--- src/core/sgh_pkg.sv ---
// Purpose : Shared constants for the management interrupt group and hang timer
// Assumes : 250 MHz core clock, 8-bit register port
// Notes   : Configuration offsets are indices within logical unit eight; runtime offsets need no unit
package sgh_pkg;

   // -----------------------------------------------------------------
   // Register addressing
   // -----------------------------------------------------------------
   localparam logic [7:0] UNIT_EIGHT     = 8'h08;
   localparam logic [7:0] IDX_HANG_COUNT = 8'hB0;
   localparam logic [7:0] IDX_EN_FIRST   = 8'hB4;
   localparam logic [7:0] IDX_EN_SECOND  = 8'hB5;
   localparam logic [7:0] IDX_ST_FIRST   = 8'hB6;
   localparam logic [7:0] IDX_ST_SECOND  = 8'hB7;
   localparam logic [7:0] IDX_PIN15_CFG  = 8'hE5;
   localparam logic [7:0] IDX_WD_CTRL    = 8'hF4;
   // Runtime index/data map
   localparam logic [7:0] RT_HANG_COUNT  = 8'h08;
   localparam logic [7:0] RT_EN_FIRST    = 8'h0C;
   localparam logic [7:0] RT_EN_SECOND   = 8'h0D;
   localparam logic [7:0] RT_ST_FIRST    = 8'h0E;
   localparam logic [7:0] RT_ST_SECOND   = 8'h0F;

   // -----------------------------------------------------------------
   // Field positions
   // -----------------------------------------------------------------
   localparam int NUM_SRC          = 10;
   localparam int FIRST_SRC_BITS   = 7;   // Sources 0..6 live in the first pair
   localparam int BIT_KBC_ROUTE    = 3;   // Second enable register
   localparam int BIT_PIN_ENABLE   = 7;   // Second enable register
   localparam int BIT_HANG_ENABLE  = 4;   // Watchdog control
   localparam int BIT_PIN15_INPUT  = 0;   // Pin fifteen config: 1 = input
   localparam int BIT_PIN15_ALOW   = 1;   // Pin fifteen config: active low
   localparam int BIT_PIN15_ALT    = 2;   // Pin fifteen config: hang pulse select

   // -----------------------------------------------------------------
   // Reset values
   // -----------------------------------------------------------------
   localparam logic [7:0] RST_HANG_COUNT = 8'h00;
   localparam logic [7:0] RST_EN         = 8'h00;
   localparam logic [7:0] RST_PIN15_CFG  = 8'h01;
   localparam logic [7:0] RST_WD_CTRL    = 8'h00;

   // -----------------------------------------------------------------
   // Timing
   // -----------------------------------------------------------------
   localparam int CLK_MHZ       = 250;
   localparam int TICK_TIME_US  = 1000;  // One count of the hang timer
   localparam int TICK_CYCLES   = TICK_TIME_US * CLK_MHZ;
   localparam int PULSE_TIME_US = 1000;  // Expiry pulse, within 1 ms .. 250 ms
   localparam int PULSE_CYCLES  = PULSE_TIME_US * CLK_MHZ;
   localparam int TIMER_W       = 18;

   typedef enum logic [1:0] {HT_IDLE, HT_RUN, HT_PULSE, HT_DONE} sgh_hang_state_t;

endpackage

--- src/core/sgh_hang_timer.sv ---
// Purpose : Hang timer, counts down after a management interrupt and pulses
// Assumes : Loads only arrive while the enable is low
// Notes   : Once expired the count holds zero until reset
`timescale 1ns/1ps
module sgh_hang_timer
   import sgh_pkg::*;
#(
   parameter int TICKS  = TICK_CYCLES,
   parameter int PULSES = PULSE_CYCLES
)
(
   input  wire logic       core_clk,
   input  wire logic       rst_b,
   input  wire logic       enable,
   input  wire logic       start,
   input  wire logic       load,
   input  wire logic [7:0] load_value,
   output logic      [7:0] count_q,
   output logic            pulse_q,
   output logic            running_q
);

   sgh_hang_state_t       state_q, state_d;
   logic [7:0]            count_d;
   logic [TIMER_W-1:0]    tick_q, tick_d;
   logic                  pulse_d;

   // -----------------------------------------------------------------
   // Next state
   // -----------------------------------------------------------------
   always_comb
   begin
      state_d = state_q;
      count_d = count_q;
      tick_d  = tick_q;
      pulse_d = pulse_q;
      unique case (state_q)
         HT_IDLE:
         begin
            if (load)
            begin
               count_d = load_value;
            end
            else if (enable && start && count_q != 8'h00)
            begin
               state_d = HT_RUN;
               tick_d  = '0;
            end
         end
         HT_RUN:
         begin
            if (!enable)
            begin
               // Stop; a following write reloads
               state_d = HT_IDLE;
               if (load)
               begin
                  count_d = load_value;
               end
            end
            else if (tick_q == TIMER_W'(TICKS - 1))
            begin
               tick_d  = '0;
               count_d = count_q - 8'h01;
               if (count_q == 8'h01)
               begin
                  state_d = HT_PULSE;
                  pulse_d = 1'b1;
               end
            end
            else
            begin
               tick_d = tick_q + TIMER_W'(1);
            end
         end
         HT_PULSE:
         begin
            // Pulse width is fixed, enable cannot cut it short
            if (tick_q == TIMER_W'(PULSES - 1))
            begin
               state_d = HT_DONE;
               pulse_d = 1'b0;
            end
            else
            begin
               tick_d = tick_q + TIMER_W'(1);
            end
         end
         HT_DONE:
         begin
            count_d = 8'h00;
         end
      endcase
   end

   // -----------------------------------------------------------------
   // Registers
   // -----------------------------------------------------------------
   always_ff @(posedge core_clk)
   begin
      if (!rst_b)
      begin
         state_q   <= HT_IDLE;
         count_q   <= RST_HANG_COUNT;
         tick_q    <= '0;
         pulse_q   <= 1'b0;
         running_q <= 1'b0;
      end
      else
      begin
         state_q   <= state_d;
         count_q   <= count_d;
         tick_q    <= tick_d;
         pulse_q   <= pulse_d;
         running_q <= (state_d == HT_RUN);
      end
   end
endmodule

--- src/core/sgh_mgmt_irq.sv ---
// Purpose : Management interrupt group with hang timer and pin fifteen output
// Assumes : Register port strobes are single-cycle and synchronous
// Notes   : Read data appear one cycle after the read strobe
// Functional notes
// - The group interrupt is the OR of each of ten source requests ANDed with its enable.
// - The group interrupt reaches its pin only while bit 7 of the second enable is set.
// - The second enable register also routes the keyboard port bit onto the group.
// - Each status bit sets on its event whether or not the source is enabled.
// - The enables and statuses sit at B4-B7 in unit eight and on the runtime pair.
// - Asserting the management interrupt starts the hang timer when it is enabled and its count is not zero.
// - Expiry of the hang timer gives a 1 ms to 250 ms pulse on pin fifteen.
// - Bit 4 of watchdog control at F4 enables the hang timer, off by default.
// - The hang count sits at B0 of unit eight and at runtime index 08.
// - Pin fifteen can be active high, active low or an input, and resets as input.
// - After expiry the count holds zero until reset.
// - Count reads are live; software reads until two reads agree.
// - Reset clears the hang count and its enable.
// - The hang pulse reaches pin fifteen only when its configuration selects it.
`timescale 1ns/1ps
module sgh_mgmt_irq
   import sgh_pkg::*;
#(
   parameter int TICKS  = TICK_CYCLES,
   parameter int PULSES = PULSE_CYCLES
)
(
   input  wire logic       core_clk,
   input  wire logic       rst_b,
   input  wire logic       cfg_mode,
   input  wire logic [7:0] reg_unit,
   input  wire logic [7:0] reg_index,
   input  wire logic       reg_wr_en,
   input  wire logic       reg_rd_en,
   input  wire logic [7:0] reg_wdata,
   output logic      [7:0] reg_rdata_q,
   input  wire logic       req_parallel_src,
   input  wire logic       req_serial_two_src,
   input  wire logic       req_serial_one_src,
   input  wire logic       req_floppy_src,
   input  wire logic       req_gpio_group_two,
   input  wire logic       req_gpio_group_one,
   input  wire logic       req_watchdog_src,
   input  wire logic       req_mouse_src,
   input  wire logic       req_keyboard_src,
   input  wire logic       req_infrared_src,
   input  wire logic       kbc_port_bit_twelve,
   output logic            mgmt_irq_n_q,
   output logic            general_pin_fifteen_out_q,
   output logic            general_pin_fifteen_oe_q
);

   // -----------------------------------------------------------------
   // Declarations
   // -----------------------------------------------------------------
   logic [NUM_SRC-1:0] req_vec;
   logic [NUM_SRC-1:0] en_vec;
   logic [NUM_SRC-1:0] status_q, status_d, status_clr;
   logic [7:0]         en1_q, en1_d, en2_q, en2_d;
   logic [7:0]         pin_cfg_q, pin_cfg_d, wd_ctrl_q, wd_ctrl_d;
   logic [7:0]         rdata_d;
   logic               irq_n_d, pin_out_d, pin_oe_d;
   logic               group_irq;
   logic               hit_count, hit_en1, hit_en2, hit_st1, hit_st2, hit_pin, hit_wd;
   logic [7:0]         hang_count;
   logic               hang_pulse;
   logic               hang_running;

   // Source order matches the enable and status bit order
   assign req_vec = {req_infrared_src, req_keyboard_src, req_mouse_src,
                     req_watchdog_src, req_gpio_group_one, req_gpio_group_two,
                     req_floppy_src, req_serial_one_src, req_serial_two_src,
                     req_parallel_src};
   assign en_vec  = {en2_q[NUM_SRC-FIRST_SRC_BITS-1:0], en1_q[FIRST_SRC_BITS-1:0]};

   // -----------------------------------------------------------------
   // Address decode
   // -----------------------------------------------------------------
   // Config mode needs unit eight; runtime pair needs no unit
   always_comb
   begin
      hit_count = cfg_mode ? (reg_unit == UNIT_EIGHT && reg_index == IDX_HANG_COUNT)
                           : (reg_index == RT_HANG_COUNT);
      hit_en1   = cfg_mode ? (reg_unit == UNIT_EIGHT && reg_index == IDX_EN_FIRST)
                           : (reg_index == RT_EN_FIRST);
      hit_en2   = cfg_mode ? (reg_unit == UNIT_EIGHT && reg_index == IDX_EN_SECOND)
                           : (reg_index == RT_EN_SECOND);
      hit_st1   = cfg_mode ? (reg_unit == UNIT_EIGHT && reg_index == IDX_ST_FIRST)
                           : (reg_index == RT_ST_FIRST);
      hit_st2   = cfg_mode ? (reg_unit == UNIT_EIGHT && reg_index == IDX_ST_SECOND)
                           : (reg_index == RT_ST_SECOND);
      hit_pin   = cfg_mode && reg_unit == UNIT_EIGHT && reg_index == IDX_PIN15_CFG;
      hit_wd    = cfg_mode && reg_unit == UNIT_EIGHT && reg_index == IDX_WD_CTRL;
   end

   // -----------------------------------------------------------------
   // Control registers
   // -----------------------------------------------------------------
   always_comb
   begin
      en1_d     = (reg_wr_en && hit_en1) ? reg_wdata : en1_q;
      en2_d     = (reg_wr_en && hit_en2) ? reg_wdata : en2_q;
      pin_cfg_d = (reg_wr_en && hit_pin) ? reg_wdata : pin_cfg_q;
      wd_ctrl_d = (reg_wr_en && hit_wd)  ? reg_wdata : wd_ctrl_q;
   end

   always_ff @(posedge core_clk)
   begin
      if (!rst_b)
      begin
         en1_q     <= RST_EN;
         en2_q     <= RST_EN;
         pin_cfg_q <= RST_PIN15_CFG;
         wd_ctrl_q <= RST_WD_CTRL;
      end
      else
      begin
         en1_q     <= en1_d;
         en2_q     <= en2_d;
         pin_cfg_q <= pin_cfg_d;
         wd_ctrl_q <= wd_ctrl_d;
      end
   end

   // -----------------------------------------------------------------
   // Status, write one to clear
   // -----------------------------------------------------------------
   // A request in the clearing cycle keeps its bit set
   always_comb
   begin
      status_clr = '0;
      if (reg_wr_en && hit_st1)
      begin
         status_clr[FIRST_SRC_BITS-1:0] = reg_wdata[FIRST_SRC_BITS-1:0];
      end
      if (reg_wr_en && hit_st2)
      begin
         status_clr[NUM_SRC-1:FIRST_SRC_BITS] = reg_wdata[NUM_SRC-FIRST_SRC_BITS-1:0];
      end
      status_d = (status_q & ~status_clr) | req_vec;
   end

   always_ff @(posedge core_clk)
   begin
      if (!rst_b)
      begin
         status_q <= '0;
      end
      else
      begin
         status_q <= status_d;
      end
   end

   // -----------------------------------------------------------------
   // Group interrupt and pins
   // -----------------------------------------------------------------
   always_comb
   begin
      group_irq = (|(req_vec & en_vec))
                  | (en2_q[BIT_KBC_ROUTE] & kbc_port_bit_twelve);
      irq_n_d   = ~(en2_q[BIT_PIN_ENABLE] & group_irq);
      // Input setting suppresses the pulse entirely
      pin_oe_d  = ~pin_cfg_q[BIT_PIN15_INPUT] & pin_cfg_q[BIT_PIN15_ALT];
      pin_out_d = hang_pulse ^ pin_cfg_q[BIT_PIN15_ALOW];
   end

   always_ff @(posedge core_clk)
   begin
      if (!rst_b)
      begin
         mgmt_irq_n_q              <= 1'b1;
         general_pin_fifteen_out_q <= 1'b0;
         general_pin_fifteen_oe_q  <= 1'b0;
      end
      else
      begin
         mgmt_irq_n_q              <= irq_n_d;
         general_pin_fifteen_out_q <= pin_out_d;
         general_pin_fifteen_oe_q  <= pin_oe_d;
      end
   end

   // -----------------------------------------------------------------
   // Hang timer
   // -----------------------------------------------------------------
   // Started by the interrupt as driven on the pin
   sgh_hang_timer #(
      .TICKS  (TICKS),
      .PULSES (PULSES)
   ) u_hang (
      .core_clk   (core_clk),
      .rst_b      (rst_b),
      .enable     (wd_ctrl_q[BIT_HANG_ENABLE]),
      .start      (~mgmt_irq_n_q),
      .load       (reg_wr_en && hit_count),
      .load_value (reg_wdata),
      .count_q    (hang_count),
      .pulse_q    (hang_pulse),
      .running_q  (hang_running)
   );

   // -----------------------------------------------------------------
   // Read data
   // -----------------------------------------------------------------
   always_comb
   begin
      rdata_d = reg_rdata_q;
      if (reg_rd_en)
      begin
         rdata_d = 8'h00;
         if (hit_count)
         begin
            rdata_d = hang_count;
         end
         if (hit_en1)
         begin
            rdata_d = en1_q;
         end
         if (hit_en2)
         begin
            rdata_d = en2_q;
         end
         if (hit_st1)
         begin
            rdata_d = {1'b0, status_q[FIRST_SRC_BITS-1:0]};
         end
         if (hit_st2)
         begin
            rdata_d = {5'h00, status_q[NUM_SRC-1:FIRST_SRC_BITS]};
         end
         if (hit_pin)
         begin
            rdata_d = pin_cfg_q;
         end
         if (hit_wd)
         begin
            rdata_d = wd_ctrl_q;
         end
      end
   end

   always_ff @(posedge core_clk)
   begin
      if (!rst_b)
      begin
         reg_rdata_q <= 8'h00;
      end
      else
      begin
         reg_rdata_q <= rdata_d;
      end
   end

   // Enabled hits rebuilt here, apart from the pin path
   logic [NUM_SRC-1:0] src_hits;
   assign src_hits = req_vec & en_vec;
endmodule

--- config.mk ---
export PLATFORM = sky130hd
export DESIGN_NAME = sgh_mgmt_irq
export DESIGN_NICKNAME = d
export VERILOG_FILES = /design/src/core/sgh_pkg.sv /design/src/core/sgh_hang_timer.sv /design/src/core/sgh_mgmt_irq.sv
export SDC_FILE = /design/constraint.sdc
export NUM_CORES = 1
export LEC_CHECK = 0
export ABC_CLOCK_PERIOD_IN_PS = 2700
export BUFFER_PORTS_ARGS = -buffer_cell sky130_fd_sc_hd__buf_2
export CAP_MARGIN = 10
export CORE_ASPECT_RATIO = 1.75
export CORE_MARGIN = 3
export CORE_UTILIZATION = 45
export CTS_BUF_LIST = sky130_fd_sc_hd__clkbuf_4 sky130_fd_sc_hd__clkbuf_8
export DETAILED_ROUTE_END_ITERATION = 12
export PLACE_DENSITY_LB_ADDON = 0.1
export SYNTH_ARGS = -nofsm -noshare
export SYNTH_HDL_FRONTEND = slang
export SYNTH_SLANG_ARGS = --single-unit
--- constraint.sdc ---
create_clock -name core_clk -period 2.7 [get_ports core_clk]
set_clock_uncertainty 0.15 [all_clocks]
set_input_delay 0.135 -clock core_clk [delete_from_list [all_inputs] [get_ports core_clk]]
set_output_delay 0.135 -clock core_clk [all_outputs]
set_load 0.01 [all_outputs]
## Word-level counts from Yosys, hierarchy flattened

Index checks and enable logic that the tools add are counted.

| word-level totals | value |
|---|---|
| bits in registers | 82 |
| output and inout bits | 11 |
| logic and storage cells | 117 |
| input bits | 40 |

| operators by class | value |
|---|---|
| add/sub/neg operators | 2 |
| bitwise logic cells | 12 |
| reduce and logical (&&, ||, !) cells | 27 |
| equal/unequal tests | 27 |
| multiplexer cells | 36 |

Operators by type and width:

| operator | number |
|---|---|
| $mux W18 | 5 |
| $mux W8 | 10 |
| $eq A8 B8 Y1 const B | 7 |
| $pmux W18 S3 | 1 |
| $eq A8 B4 Y1 const B | 6 |
| $pmux W8 S3 | 1 |
| $and A10 B10 Y10 | 2 |
| $add A18 B1 Y18 const B | 1 |
| $eq A18 B18 Y1 const B | 1 |
| $logic_and A1 B1 Y1 | 17 |
| $mux W2 | 6 |
| $not A10 Y10 | 1 |
| $or A10 B10 Y10 | 1 |
| $reduce_and A5 Y1 | 2 |
| $reduce_or A10 Y1 | 1 |
| $mux W1 | 9 |
| $eq A8 B1 Y1 const B | 1 |
| $ne A2 B1 Y1 const B | 4 |
| $reduce_bool A8 Y1 | 1 |
| $sub A8 B1 Y8 const B | 1 |
| $mux W7 | 1 |
| $ne A2 B2 Y1 const B | 3 |
| $ne A3 B2 Y1 const B | 2 |
| $pmux W2 S3 | 1 |
| 13 further kinds | 19 |

## Depth between registers and ports, before layout

Gate-level depths: netlist of run 1.

| logic depth | value |
|---|---|
| word-level depth | 10 |
| gate-level depth with buffers | 9 |
| depth with buffers taken out | 8 |

## Modules after synthesis

A second synthesis of run 1 with hierarchy kept.

| second synthesis, totals | value |
|---|---|
| cell total of the unflattened synthesis | 553 |
| area total of the unflattened synthesis | 4,800.9 µm² |

By module, submodules not included:

| module | area an instance (µm²) | times used | cells each | seq. area each (µm²) |
|---|---|---|---|---|
| sgh_mgmt_irq | 2,652.5 | 1 | 305 | 1,061.0 |
| sgh_hang_timer | 2,148.3 | 1 | 248 | 600.6 |

## Worst setup path before layout of run 1

No wires, ideal clock.

| timing path | value |
|---|---|
| kind | flip-flop to flip-flop |
| from | register u_hang.tick_q[4] |
| to | register u_hang.count_q[0] |
| path buffers | 0 |
| library setup time | 119 ps |
| arrival time | 2,010 ps |
| period minus slack after synthesis | 2,279 ps |
| path slack | 421 ps |
| required time | 2,431 ps |
| cell stages (with the launch flop) | 7 |
| cells stage by stage | dfxtp_1 > or4b_4 > nor4_4 > nand2_1 > a21oi_4 > a21boi_2 > o2bb2ai_1 |

| on the way | value |
|---|---|
| longest elaborated chain between the ends | 3 |

RTL lines:

| item | line | RTL |
|---|---|---|
| start, declared | sgh_hang_timer.sv:25 | `logic [TIMER_W-1:0] tick_q, tick_d;` |
| start signal, assigned | sgh_hang_timer.sv:113 | `tick_q <= tick_d;` |
| $eq A18 B18 Y1 | sgh_hang_timer.sv:61 | `else if (tick_q == TIMER_W'(TICKS - 1))` |
| $ne A3 B2 Y1 (no line) | -- |  |
| $reduce_and A2 Y1 (no line) | -- |  |
| end signal, assigned | sgh_hang_timer.sv:112 | `count_q <= count_d;` |
| end, declared | sgh_hang_timer.sv:18 | `output logic [7:0] count_q,` |

Every way passes these cells.
A chain may end at the register's enable or synchronous reset.

## Worst setup path after layout of run 1

| timing path | value |
|---|---|
| from | register u_hang.tick_q[0] |
| to | register u_hang.tick_q[11] |

| on the way | value |
|---|---|
| longest elaborated chain between the ends | 4 |

RTL lines:

| item | line | RTL |
|---|---|---|
| $add A18 B1 Y18 / $eq A18 B18 Y1 (equally long branches) | -- |  |
| $mux W18 | sgh_hang_timer.sv:61 |  |
| $mux W18 | sgh_hang_timer.sv:52 | `if (!enable)` |
| $pmux W18 S3 | sgh_hang_timer.sv:37 | `unique case (state_q)` |

Several ways; a longest one is shown, not always the timed one. The select of a mux whose other input is x is not followed.

==> impl_summary.log, run 1 <==
INFO  metric cp_max_fo = 16
INFO  metric numPortBuffers = 50
INFO  metric synth_sequential_area_ratio = 0.355
INFO  metric crit_chain = ha_1 > nand3_1 > nor3_2 > a32oi_2 > nand3_4 > buf_12 > or4_1 > a21boi_1
INFO  metric grt_pass1_wl = 21.7 mm
INFO  metric clkSlewWorstSetupHoldPaths = 90 ps
INFO  metric timing.critical_path.slowest_cell_delay = 510 ps
INFO  metric r2r_cells = 8
INFO  metric pwr-share-clk = 0.414
INFO  metric synth_area_per_cell = 8.27 um^2
INFO  metric dieWidth = 82.6 um
INFO  metric hold_path_depth = 2
INFO  metric final-max-slew-violation-count = 0
INFO  metric avgRoutedWirePerCell = 17.9 um
INFO  metric post_drt_via_cell_ratio = 5.95
INFO  metric via_count_of_the_first_global_routing_pass = 4387
INFO  metric totalWireLength = 13.8 mm
INFO  metric worst-endpoint-arrival = 2670 ps
INFO  metric hold_violations = 0
INFO  metric yosys.area.top_type_share = 0.355
INFO  metric finish.net_count = 689
INFO  metric worst_hold_startpoint = reg_rd_en
INFO  metric ys.warnings.count = 0
INFO  metric intPower = 0.00185 W
INFO  metric switching_share = 0.250
INFO  metric netlist_top_cells_area = sky130_fd_sc_hd__dfxtp_1, sky130_fd_sc_hd__mux2i_1, sky130_fd_sc_hd__nand3_1
INFO  metric critical_path.reg2reg.startpoint = u_hang.tick_q[0]
INFO  metric boundaryPins = 51
INFO  metric numCtsBuffers = 9
INFO  metric worstHoldPathType = input port to register
INFO  metric layout-drive-gt1-share = 0.186
INFO  metric drt_first_pass_iters = 5
INFO  metric drtAntennaViolNets = 0
INFO  metric critical_path.startpoint_type = register
INFO  metric whs_endpoint = reg_rdata_q[7]
INFO  metric core-area = 9970 um^2
INFO  metric synth.cells.most_frequent = sky130_fd_sc_hd__dfxtp_1, sky130_fd_sc_hd__nand2_1, sky130_fd_sc_hd__nand3_1
INFO  metric layout_min_cycle_time = 2530 ps
INFO  metric timing.critical_path.to_type = register
INFO  metric area_delta_synth_final = 21.4%
INFO  metric achievable-frequency = 395 MHz
INFO  metric grt_util_all_layers = 0.245
INFO  metric finalWeightedCongestion = 0.848
INFO  metric criticalPathCategory = register to register
INFO  metric std_cell_rows = 48
INFO  metric worstSkewPairLatency = 360 ps
INFO  metric result_of_the_run = complete, no violations
INFO  metric grt-ovfl-total = 0
INFO  metric p_leak = 2.07 nW
INFO  metric cts.path.max_buffers = 2
INFO  metric ys_ff_latch = 82
INFO  metric timing.critical_path.required = 2840 ps
INFO  metric post-route-period-util = 0.937
INFO  metric synth_cell_types = 63
INFO  metric timing.final.setup_violations = 0
INFO  metric synthCells = 559
INFO  metric insertedDiodeCount = 0
INFO  metric cts_post_setup_buffers_inserted = 0
INFO  metric via_count = 4574
INFO  metric grt_setup_unrepaired = false
INFO  metric placed_area = 5100 um^2
INFO  metric yosysMostFrequentCell = sky130_fd_sc_hd__dfxtp_1
INFO  metric fp.dieArea = 11600 um^2
INFO  metric vert_die_dim = 140 um
INFO  metric max_slew_margin = 0.473
INFO  metric synth-async-reset-ratio = 0
INFO  metric drt_first_iter_violations = 250
INFO  metric critical_path.slowest_cell = sky130_fd_sc_hd__or4_1
INFO  metric max_cap_violations = 0
INFO  metric clock_tree.htree_level_count = 3
INFO  metric grt_start_max_net_pins = 49
INFO  metric tns = 0 ps
INFO  metric vdd_ir_drop_max = 0.312 mV
INFO  metric cts_tree = done
INFO  metric power_frac_comb = 0.087
INFO  metric drc = 0
INFO  metric detailed_place_hpwl = 10.1 mm
INFO  metric r2r_slack = 170 ps
INFO  metric p_per_area = 440 nW/um^2
INFO  metric initial_utilization = 0.464
INFO  metric cts_root_buf = sky130_fd_sc_hd__clkbuf_8
INFO  metric synth-edff-count = 0
INFO  metric synth_fp_nets = 609
INFO  metric synth_area = 4630 um^2
INFO  metric worst_slew_pin_slew = 779 ps
INFO  metric post-route-cell-area = 5620 um^2
INFO  metric cts.sink_count = 82
INFO  metric synth_largest_area_cell = sky130_fd_sc_hd__dfxtp_1
INFO  metric seq_power_share = 0.499
INFO  metric ys_dominant_reg_cell = sky130_fd_sc_hd__dfxtp_1
INFO  metric r2r-end = u_hang.tick_q[11]
INFO  metric netSwitchingPower = 0.000617 W
INFO  metric grt_antenna_before_repair = 0
-- what timing repair did --
action                                 4_1_cts  5_1_grt
endpoints found under the hold margin       26        0
setup endpoints to repair                    0        1
gates resized for setup                      0        2
hold buffers                                28        0
-- worst max-delay path: cells and delay by family, from the launching register on --
kind            cells  cell delay (ps)
simple gates        4             1020
compound gates      2              490
flops               1              360
fa+ha+maj           1              250
buf+inv             1              190
-- layout make-up --
| type | instances | area [um^2] |
|---|---|---|
| Timing Repair Buffer | 105 | 746 |
| Clock buffer | 9 | 124 |
| Inverter | 24 | 90.1 |
| Tap cell | 125 | 156 |
| Fill cell | 1001 | 4350 |
| Clock inverter | 7 | 101 |
| Multi-Input combinational cell | 417 | 2760 |
| Sequential cell | 82 | 1640 |
-- worst max path at each step --
stage | startpoint | endpoint | slack [ps] | cells past startpoint
after floorplan | u_hang.tick_q[4] | u_hang.count_q[0] | 420 | 6
after global placement | u_hang.tick_q[0] | u_hang.tick_q[11] | 240 | 8
after detailed placement | u_hang.tick_q[0] | u_hang.tick_q[11] | 210 | 8
after CTS | u_hang.tick_q[0] | u_hang.tick_q[11] | 170 | 8
after global routing | u_hang.tick_q[0] | u_hang.tick_q[8] | 50 | 8
final | u_hang.tick_q[0] | u_hang.tick_q[11] | 170 | 8
-- cells in the final DEF, fill, tap and decap left out, types with 4 or more instances in the layout --
| cell type | netlist | routed |
|---|---|---|
| sky130_fd_sc_hd__nand3_1 | 41 | 41 |
| sky130_fd_sc_hd__nor2_1 | 29 | 29 |
| sky130_fd_sc_hd__a21boi_0 | 15 | 15 |
| sky130_fd_sc_hd__o221a_2 | 5 | 5 |
| sky130_fd_sc_hd__o22ai_1 | 9 | 9 |
| sky130_fd_sc_hd__nand2_1 | 47 | 47 |
| sky130_fd_sc_hd__nand2b_1 | 6 | 6 |
| sky130_fd_sc_hd__buf_4 | 1 | 26 |
| sky130_fd_sc_hd__a31oi_1 | 20 | 20 |
| sky130_fd_sc_hd__o21ai_0 | 32 | 32 |
| sky130_fd_sc_hd__nand3b_1 | 7 | 7 |
| sky130_fd_sc_hd__dfxtp_1 | 82 | 81 |
| sky130_fd_sc_hd__a21oi_1 | 23 | 23 |
| sky130_fd_sc_hd__a22oi_1 | 11 | 11 |
| sky130_fd_sc_hd__inv_1 | 24 | 24 |
| sky130_fd_sc_hd__or4_1 | 4 | 4 |
| sky130_fd_sc_hd__and3_1 | 8 | 8 |
| sky130_fd_sc_hd__mux2_2 | 5 | 5 |
| sky130_fd_sc_hd__dlygate4sd3_1 | 0 | 28 |
| sky130_fd_sc_hd__ha_1 | 10 | 10 |
| sky130_fd_sc_hd__and4_1 | 4 | 4 |
| sky130_fd_sc_hd__and2_1 | 6 | 6 |
| sky130_fd_sc_hd__o21ai_1 | 6 | 6 |
| sky130_fd_sc_hd__nor2b_1 | 21 | 21 |
| sky130_fd_sc_hd__o2bb2ai_1 | 5 | 5 |
| sky130_fd_sc_hd__nand4b_1 | 6 | 6 |
| sky130_fd_sc_hd__a21boi_1 | 5 | 5 |
| sky130_fd_sc_hd__mux2i_1 | 24 | 24 |
| sky130_fd_sc_hd__clkbuf_8 | 0 | 9 |
| sky130_fd_sc_hd__buf_2 | 6 | 50 |
| sky130_fd_sc_hd__nand4_1 | 9 | 9 |
| sky130_fd_sc_hd__o211ai_1 | 11 | 11 |
-- power by group through the flow --
stage	Clock, W	Combinational, W	Sequential, W
floorplan	0	0.0000899	0.00126
global placement	0	0.000175	0.00126
detailed placement	0	0.000178	0.00126
CTS	0.00104	0.000213	0.00123
global route	0.00110	0.000233	0.00124
finish	0.00102	0.000215	0.00123
-- sequential cells by signal, indices dropped and copies added, names as in the netlist --
| signal | count |
|---|---|
| en2_q | 8 |
| u_hang.state_q | 2 |
| status_q | 10 |
| reg_rdata_q | 8 |
| pin_cfg_q | 8 |
| general_pin_fifteen_out_q | 1 |
| u_hang.count_q | 8 |
| u_hang.pulse_q | 1 |
| wd_ctrl_q | 8 |
| general_pin_fifteen_oe_q | 1 |
| en1_q | 8 |
| u_hang.tick_q | 18 |
| mgmt_irq_n_q | 1 |
-- metal layers --
layer,routed length (um),vias up,global-route usage
li1,-,2223,-
met1,5360,2166,0.274
met2,7250,150,0.436
met3,561,35,0.0354
met4,603,0,0.120
met5,0,-,0
-- metrics by stage --
stage	cells	hold WS, ps	worst slack, ps	power, W	util
after CTS	769	3.12	172	0.00249	0.563
final	769	11.5	171	0.00247	0.564
after global placement	725	243	238	0.00144	0.512
after detailed placement	725	256	211	0.00144	0.512
after global routing	769	23.4	45.6	0.00256	0.564
after floorplan	559	85.8	421	0.00135	-
-- cell families after synthesis --
group                    share of synthesized area
multiplexers                                0.0641
buffers and inverters                       0.0544
AND/OR/NAND/NOR                              0.257
flip-flops                                   0.355
XOR/XNOR                                   0.00379
AO/OA/AOI/OAI                                0.239
adder cells (fa/ha/maj)                     0.0270
No activity file was read; power rests on OpenSTA's default activity.
==> run 2: changes to the inputs <==
--- a/config.mk
+++ b/config.mk
@@ -13,7 +13,8 @@
 export CORE_UTILIZATION = 45
 export CTS_BUF_LIST = sky130_fd_sc_hd__clkbuf_4 sky130_fd_sc_hd__clkbuf_8
 export DETAILED_ROUTE_END_ITERATION = 12
-export PLACE_DENSITY_LB_ADDON = 0.1
+export PLACE_DENSITY = 0.74
 export SYNTH_ARGS = -nofsm -noshare
 export SYNTH_HDL_FRONTEND = slang
+export SYNTH_HIERARCHICAL = 1
 export SYNTH_SLANG_ARGS = --single-unit
==> run 2 against run 1 <==
Effect of this change: sequential power hardly changed; synthesized area rose by 3.2%; die area grew 3.1%; global-route usage shrank 1.0 points; synthesized cell count down 1.4%; via count up 2.7%; total power rose by 7.4%; final cell count decreased by 2.1%; clock power is 9% higher; worst setup slack better by 110 ps; flip-flop and latch count unchanged; largest power group unchanged.
==> impl_summary.log, run 2 <==
INFO  metric cts_root_buf = sky130_fd_sc_hd__clkbuf_8 (unchanged)
INFO  metric vdd_ir_drop_max = 0.354 mV (was 0.312 mV)
INFO  metric drtAntennaViolNets = 0 (unchanged)
INFO  metric grt-ovfl-total = 0 (unchanged)
INFO  metric numCtsBuffers = 9 (unchanged)
INFO  metric cts_post_setup_buffers_inserted = 0 (unchanged)
INFO  metric max_cap_violations = 0 (unchanged)
INFO  metric core-area = 10300 um^2 (was 9970 um^2)
INFO  metric via_count = 4696 (was 4574)
INFO  metric timing.final.setup_violations = 0 (unchanged)
INFO  metric clock_tree.htree_level_count = 3 (unchanged)
INFO  metric area_delta_synth_final = 18.6% (was 21.4%)
INFO  metric hold_path_depth = 3 (was 2)
INFO  metric drt_first_iter_violations = 294 (was 250)
INFO  metric std_cell_rows = 49 (was 48)
INFO  metric r2r_cells = 6 (was 8)
INFO  metric synth_fp_nets = 600 (was 609)
INFO  metric drt_first_pass_iters = 7 (was 5)
INFO  metric finish.net_count = 670 (was 689)
INFO  metric largest_register_ffs = 18 (unchanged)
INFO  metric synth_area = 4780 um^2 (was 4630 um^2)
INFO  metric criticalPathCategory = register to register (unchanged)
INFO  metric max_flop_register = u_hang/tick_q (was u_hang.tick_q)
INFO  metric final-max-slew-violation-count = 0 (unchanged)
INFO  metric post-route-period-util = 0.895 (was 0.937)
INFO  metric cp_max_fo = 14 (was 16)
INFO  metric grt_antenna_before_repair = 0 (unchanged)
INFO  metric insertedDiodeCount = 0 (unchanged)
INFO  metric fp.dieArea = 11900 um^2 (was 11600 um^2)
INFO  metric whs_endpoint = u_hang/count_q[5] (was reg_rdata_q[7])
INFO  metric post_cts_repair_resize_count = 0 (unchanged)
INFO  metric multi_input_area = 2810 um^2 (was 2760 um^2)
INFO  metric post_drt_via_cell_ratio = 6.24 (was 5.95)
INFO  metric via_count_of_the_first_global_routing_pass = 4739 (was 4387)
INFO  metric worstSkewPairLatency = 370 ps (was 360 ps)
INFO  metric r2r_slack = 280 ps (was 170 ps)
INFO  metric routed-wl-met3 = 664 um (was 561 um)
INFO  metric cts.path.max_buffers = 2 (unchanged)
INFO  metric final_cell_mix = sky130_fd_sc_hd__dfxtp_1, sky130_fd_sc_hd__nand2_1, sky130_fd_sc_hd__buf_2 (was sky130_fd_sc_hd__dfxtp_1, sky130_fd_sc_hd__buf_2, sky130_fd_sc_hd__nand2_1)
INFO  metric cts_tree = done (unchanged)
INFO  metric filler_cell_count = 949 (was 1001)
INFO  metric grt_pass1_wl = 22.6 mm (was 21.7 mm)
INFO  metric routed-wl-met2 = 7.47 mm (was 7.25 mm)
INFO  metric worst_hold_startpoint = rst_b (was reg_rd_en)
INFO  metric grt_start_max_net_pins = 69 (was 49)
INFO  metric detailed_place_hpwl = 10.2 mm (was 10.1 mm)
INFO  metric avgRoutedWirePerCell = 18.7 um (was 17.9 um)
INFO  metric r2r-end = u_hang/tick_q[3] (was u_hang.tick_q[11])
INFO  metric total_power = 0.00265 W (was 0.00247 W)
INFO  metric hold_violations = 0 (unchanged)
INFO  metric initial_utilization = 0.464 (about the same)
INFO  metric p_per_area = 468 nW/um^2 (was 440 nW/um^2)
INFO  metric drc = 0 (unchanged)
INFO  metric result_of_the_run = complete, no violations (unchanged)
INFO  metric layout_min_cycle_time = 2420 ps (was 2530 ps)
INFO  metric p_leak = 2.14 nW (was 2.07 nW)
INFO  metric synth_area_per_cell = 8.67 um^2 (was 8.27 um^2)
INFO  metric ys.warnings.count = 6 (was 0)
INFO  metric achievable-frequency = 414 MHz (was 395 MHz)
INFO  metric dieWidth = 83.9 um (was 82.6 um)
INFO  metric critical_path.startpoint_type = register (unchanged)
INFO  metric worstHoldPathType = input port to register (unchanged)
INFO  metric critical_path.reg2reg.startpoint = u_hang/count_q[0] (was u_hang.tick_q[0])
INFO  metric totalWireLength = 14.1 mm (was 13.8 mm)
INFO  metric layout-drive-gt1-share = 0.190 (was 0.186)
INFO  metric cts.sink_count = 82 (unchanged)
INFO  metric seq_area = 1640 um^2 (about the same)
INFO  metric synthCells = 551 (was 559)
INFO  metric timing.critical_path.required = 2830 ps (was 2840 ps)
INFO  metric grt_util_all_layers = 0.235 (was 0.245)
INFO  metric vert_die_dim = 142 um (was 140 um)
INFO  metric finalWeightedCongestion = 0.925 (was 0.848)
INFO  metric max_slew_margin = 0.503 (was 0.473)
INFO  metric boundaryPins = 51 (unchanged)
INFO  metric grt_setup_unrepaired = false (unchanged)
INFO  metric tns = 0 ps (unchanged)
INFO  metric clkSlewWorstSetupHoldPaths = 80 ps (was 90 ps)
INFO  metric worst-endpoint-arrival = 2550 ps (was 2670 ps)
INFO  metric numPortBuffers = 50 (unchanged)
INFO  metric top_regs = u_hang/tick_q (18), status_q (10) (was u_hang.tick_q (18), status_q (10))
INFO  metric timing.critical_path.to_type = register (unchanged)
INFO  metric worst_slew_pin_slew = 739 ps (was 779 ps)
INFO  metric wl_met1 = 5.04 mm (was 5.36 mm)
INFO  metric routed.top_layer = met4 (unchanged)
INFO  metric final_common_cell = sky130_fd_sc_hd__dfxtp_1 (unchanged)
run 2: cell count changes in the layout (fill, tap and decap cells not counted), moves of 8 or more:
cell and delta:
sky130_fd_sc_hd__a211oi_1 +14, sky130_fd_sc_hd__a21boi_0 -14, sky130_fd_sc_hd__a21boi_1 +10, sky130_fd_sc_hd__a31oi_1 -19, sky130_fd_sc_hd__nor2_1 -11, sky130_fd_sc_hd__nor2b_1 -8, sky130_fd_sc_hd__nor3_2 +10, sky130_fd_sc_hd__o21ai_0 -8
sky130_fd_sc_hd__o31ai_1 +8, sky130_fd_sc_hd__xnor2_1 +9
run 2: what timing repair did:
item,4_1_cts,5_1_grt
endpoints found under the setup margin,0,0
hold buffers,25,0
hold endpoints to repair,37,0
run 2: worst max-delay path, stage by stage (launching register included):
cell,delay [ps]
sky130_fd_sc_hd__dfxtp_1,470
sky130_fd_sc_hd__inv_1,130
sky130_fd_sc_hd__ha_1,250
sky130_fd_sc_hd__a31o_4,250
sky130_fd_sc_hd__a21o_1,310
sky130_fd_sc_hd__or4_1,550
sky130_fd_sc_hd__a211oi_1,240
run 2: cell type report:
class,count,share of cell area
tap,127,0.0281
multi-input combinational,401,0.495
sequential,82,0.290
clock inverter,7,0.0219
timing repair buffer,99,0.125
clock buffer,9,0.0219
inverter,28,0.0186
run 2: stage by stage:
step	util	hold slack [ps]	std cells	area [um^2]	setup WS, ps
final	0.550	34.2	753	5660	283
after global routing	0.550	38.6	753	5660	137
after CTS	0.550	22.6	753	5660	299
after detailed placement	0.502	293	712	5170	-40.3
after global placement	0.502	282	712	5170	72.4
after floorplan	-	107	551	4780	6.97
run 2: layer usage:
| metal | track usage | up-vias |
|---|---|---|
| met5 | 0 | - |
| met4 | 0.185 | 0 |
| met3 | 0.0359 | 62 |
| met2 | 0.433 | 192 |
| met1 | 0.230 | 2229 |
| li1 | - | 2213 |
run 2: worst max path at each step:
stage	from	end	slack [ps]	cells past startpoint
after global routing	u_hang/count_q[0]	u_hang/tick_q[4]	140	6
after detailed placement	reg_unit[7]	u_hang/tick_q[1]	-40	10
after CTS	u_hang/count_q[0]	u_hang/tick_q[3]	300	6
final	u_hang/count_q[0]	u_hang/tick_q[3]	280	6
after floorplan	reg_unit[7]	u_hang/tick_q[10]	7	12
after global placement	reg_unit[7]	u_hang/tick_q[1]	70	10
run 2: where the power goes:
group / internal [W] / switching (W)
logic: 0.000124 / 0.000177
registers: 0.00123 / 0.0000134
clock network: 0.000622 / 0.000491
==> run 3: changes to the inputs <==
==> constraint.sdc (replaced) <==
create_clock -name core_clk -period 2.7 [get_ports core_clk]
set_clock_uncertainty 0.15 [all_clocks]
set_input_delay 0.54 -clock core_clk [delete_from_list [all_inputs] [get_ports core_clk]]
set_output_delay 0.54 -clock core_clk [all_outputs]
set_load 0.01 [all_outputs]
==> run 3 against run 2 <==
Effect of this change: routed wire length fell by 0.35%; register-to-register slack improved by 40 ps; final cell count shrank 1.7%; worst setup slack got worse by 210 ps; critical path depth grew 5; sequential share of layout area up 0.55 points; global-route usage increased by 0.16 points; die area unchanged; core utilization decreased by 1.0 points; clock-buffer cell count increased by 1; critical path type is now input port to register.
==> impl_summary.log, run 3 (synthesis gave the netlist of run 2 again) <==
INFO  metric grt_pass1_wl = 22.6 mm (about the same)
INFO  metric cp_max_fo = 14 (unchanged)
INFO  metric core-area = 10300 um^2 (unchanged)
INFO  metric tns = 0 ps (unchanged)
INFO  metric fp.dieArea = 11900 um^2 (unchanged)
INFO  metric timing.critical_path.required = 2840 ps (was 2830 ps)
INFO  metric post_cts_repair_resize_count = 0 (unchanged)
INFO  metric holdBufCountCts = 0 (was 25)
INFO  metric grt_start_max_net_pins = 69 (unchanged)
INFO  metric cts.sink_count = 82 (unchanged)
INFO  metric whs_endpoint = status_q[1] (was u_hang/count_q[5])
INFO  metric timing.final.setup_violations = 0 (unchanged)
INFO  metric worst_slew_pin_slew = 1160 ps (was 739 ps)
INFO  metric finalWeightedCongestion = 0.872 (was 0.925)
INFO  metric cts_post_setup_buffers_inserted = 0 (unchanged)
INFO  metric critical_path.reg2reg.startpoint = u_hang/count_q[1] (was u_hang/count_q[0])
INFO  metric grt_antenna_before_repair = 0 (unchanged)
INFO  metric drt_first_pass_iters = 6 (was 7)
INFO  metric drtAntennaViolNets = 0 (unchanged)
INFO  metric final_common_cell = sky130_fd_sc_hd__dfxtp_1 (unchanged)
INFO  metric max_flop_register = u_hang/tick_q (unchanged)
INFO  metric final_cell_mix = sky130_fd_sc_hd__dfxtp_1, sky130_fd_sc_hd__nand2_1, sky130_fd_sc_hd__buf_2 (unchanged)
INFO  metric hold_violations = 0 (unchanged)
INFO  metric initial_utilization = 0.464 (unchanged)
INFO  metric timing.critical_path.to_type = register (unchanged)
INFO  metric max_cap_violations = 0 (unchanged)
INFO  metric seq_area = 1640 um^2 (unchanged)
INFO  metric multi_input_area = 2880 um^2 (was 2810 um^2)
INFO  metric final-instance-count-excl-fill = 740 (was 753)
INFO  metric numPortBuffers = 50 (unchanged)
INFO  metric boundaryPins = 51 (unchanged)
INFO  metric top_regs = u_hang/tick_q (18), status_q (10) (unchanged)
INFO  metric drc = 0 (unchanged)
INFO  metric clkSlewWorstSetupHoldPaths = 90 ps (was 80 ps)
INFO  metric dp_cells = 724 (was 712)
INFO  metric totalWireLength = 14.0 mm (was 14.1 mm)
INFO  metric r2r-end = u_hang/tick_q[4] (was u_hang/tick_q[3])
INFO  metric pre_cts_ws = -393 ps (was -40.3 ps)
INFO  metric final_core_utilization = 0.540 (was 0.550)
INFO  metric p_per_area = 435 nW/um^2 (was 468 nW/um^2)
INFO  metric grt-ovfl-total = 0 (unchanged)
INFO  metric result_of_the_run = complete, no violations (unchanged)
INFO  metric post_drt_via_cell_ratio = 6.26 (was 6.24)
INFO  metric post-route-period-util = 0.973 (was 0.895)
INFO  metric critical_path.startpoint_type = input port (was register)
INFO  metric worst_hold_startpoint = req_serial_two_src (was rst_b)
INFO  metric worstHoldPathType = input port to register (unchanged)
INFO  metric grt_setup_unrepaired = true (was false)
INFO  metric criticalPathCategory = input port to register (was register to register)
INFO  metric p_leak = 2.07 nW (was 2.14 nW)
INFO  metric detailed_place_hpwl = 10.5 mm (was 10.2 mm)
INFO  metric via_count_of_the_first_global_routing_pass = 4505 (was 4739)
INFO  metric final-max-slew-violation-count = 0 (unchanged)
INFO  metric r2r_cells = 7 (was 6)
INFO  metric grt_util_all_layers = 0.236 (was 0.235)
INFO  metric post-route-cell-area = 5560 um^2 (was 5660 um^2)
INFO  metric finish.net_count = 657 (was 670)
INFO  metric worst-endpoint-arrival = 2770 ps (was 2550 ps)
INFO  metric layout-drive-gt1-share = 0.232 (was 0.190)
INFO  metric r2r_slack = 320 ps (was 280 ps)
INFO  metric cts_tree = done (unchanged)
INFO  metric drt_first_iter_violations = 310 (was 294)
INFO  metric numCtsBuffers = 9 (unchanged)
INFO  metric area_delta_synth_final = 16.4% (was 18.6%)
INFO  metric max_slew_margin = 0.227 (was 0.503)
INFO  metric smallest_setup_slack_after_layout = 72.3 ps (was 283 ps)
INFO  metric largest_register_ffs = 18 (unchanged)
INFO  metric clock_tree.htree_level_count = 3 (unchanged)
INFO  metric worstSkewPairLatency = 380 ps (was 370 ps)
INFO  metric std_cell_rows = 49 (unchanged)
INFO  metric achievable-frequency = 381 MHz (was 414 MHz)
INFO  metric dieWidth = 83.9 um (unchanged)
INFO  metric via_count = 4635 (was 4696)
INFO  metric filler_cell_count = 965 (was 949)
INFO  metric avgRoutedWirePerCell = 19.0 um (was 18.7 um)
INFO  metric vert_die_dim = 142 um (unchanged)
INFO  metric cts_root_buf = sky130_fd_sc_hd__clkbuf_8 (unchanged)
INFO  metric cts.path.max_buffers = 2 (unchanged)
INFO  metric hold_path_depth = 3 (unchanged)
INFO  metric vdd_ir_drop_max = 0.384 mV (was 0.354 mV)
INFO  metric layout_min_cycle_time = 2630 ps (was 2420 ps)
INFO  metric placed_area = 5310 um^2 (was 5170 um^2)
INFO  metric insertedDiodeCount = 0 (unchanged)
run 3: cell types whose count changed in the layout (fill, tap and decap cells not counted), sizes merged:
cell         previous run  this run
buf                    74        86
bufinv                  3         0
clkbuf                  9        10
clkinvlp                1         0
dlygate4sd3            25         0
inv                    30        33
run 3: worst max path at each step:
stage	start	end	slack, ps	depth (start not counted)
finish	reg_index[7]	u_hang/tick_q[4]	70	11
global route	reg_unit[7]	u_hang/tick_q[7]	-10	11
CTS	reg_unit[2]	u_hang/tick_q[1]	10	11
detailed placement	reg_unit[2]	u_hang/tick_q[1]	-390	11
global placement	reg_unit[2]	u_hang/tick_q[4]	-310	11
floorplan	reg_unit[2]	u_hang/tick_q[9]	-320	12
run 3: report_power, final:
group          switching, W  leakage (nW)  internal [W]  total [W]
clock network      0.000520        0.0976      0.000366   0.000886
logic              0.000182          1.31      0.000112   0.000294
registers         0.0000102         0.665       0.00123    0.00124
total              0.000712          2.07       0.00170    0.00242
run 3: layout make-up:
cell class,instances,area share
clock buffers,10,0.0236
inverters,28,0.0189
repair buffers,86,0.106
clock inverters,6,0.00990
well taps,127,0.0286
multi-input cells,401,0.518
flip-flops and latches,82,0.295
run 3: metal layers:
metal,GRT usage,share of wire,vias to the layer above
li1,-,-,2172
met1,0.245,0.35,2200
met2,0.425,0.52,193
met3,0.0377,0.048,70
met4,0.175,0.077,0
met5,0,0,-
run 3: stage by stage:
step / power [W] / hold slack [ps]
finish: 0.00242 / 304
global route: 0.00250 / 296
global placement: 0.00154 / 290
detailed placement: 0.00155 / 296
CTS: 0.00242 / 287
floorplan: 0.00143 / 261
run 3: critical path, cell delays in order:
cell and delay (ps):
sky130_fd_sc_hd__buf_2 110, sky130_fd_sc_hd__or4b_4 230, sky130_fd_sc_hd__nor4_4 40, sky130_fd_sc_hd__o21a_1 180
sky130_fd_sc_hd__and3_4 170, sky130_fd_sc_hd__nand3b_4 140, sky130_fd_sc_hd__a31o_4 250, sky130_fd_sc_hd__a21o_1 210
sky130_fd_sc_hd__buf_12 140, sky130_fd_sc_hd__or4_1 510, sky130_fd_sc_hd__a211oi_2 230
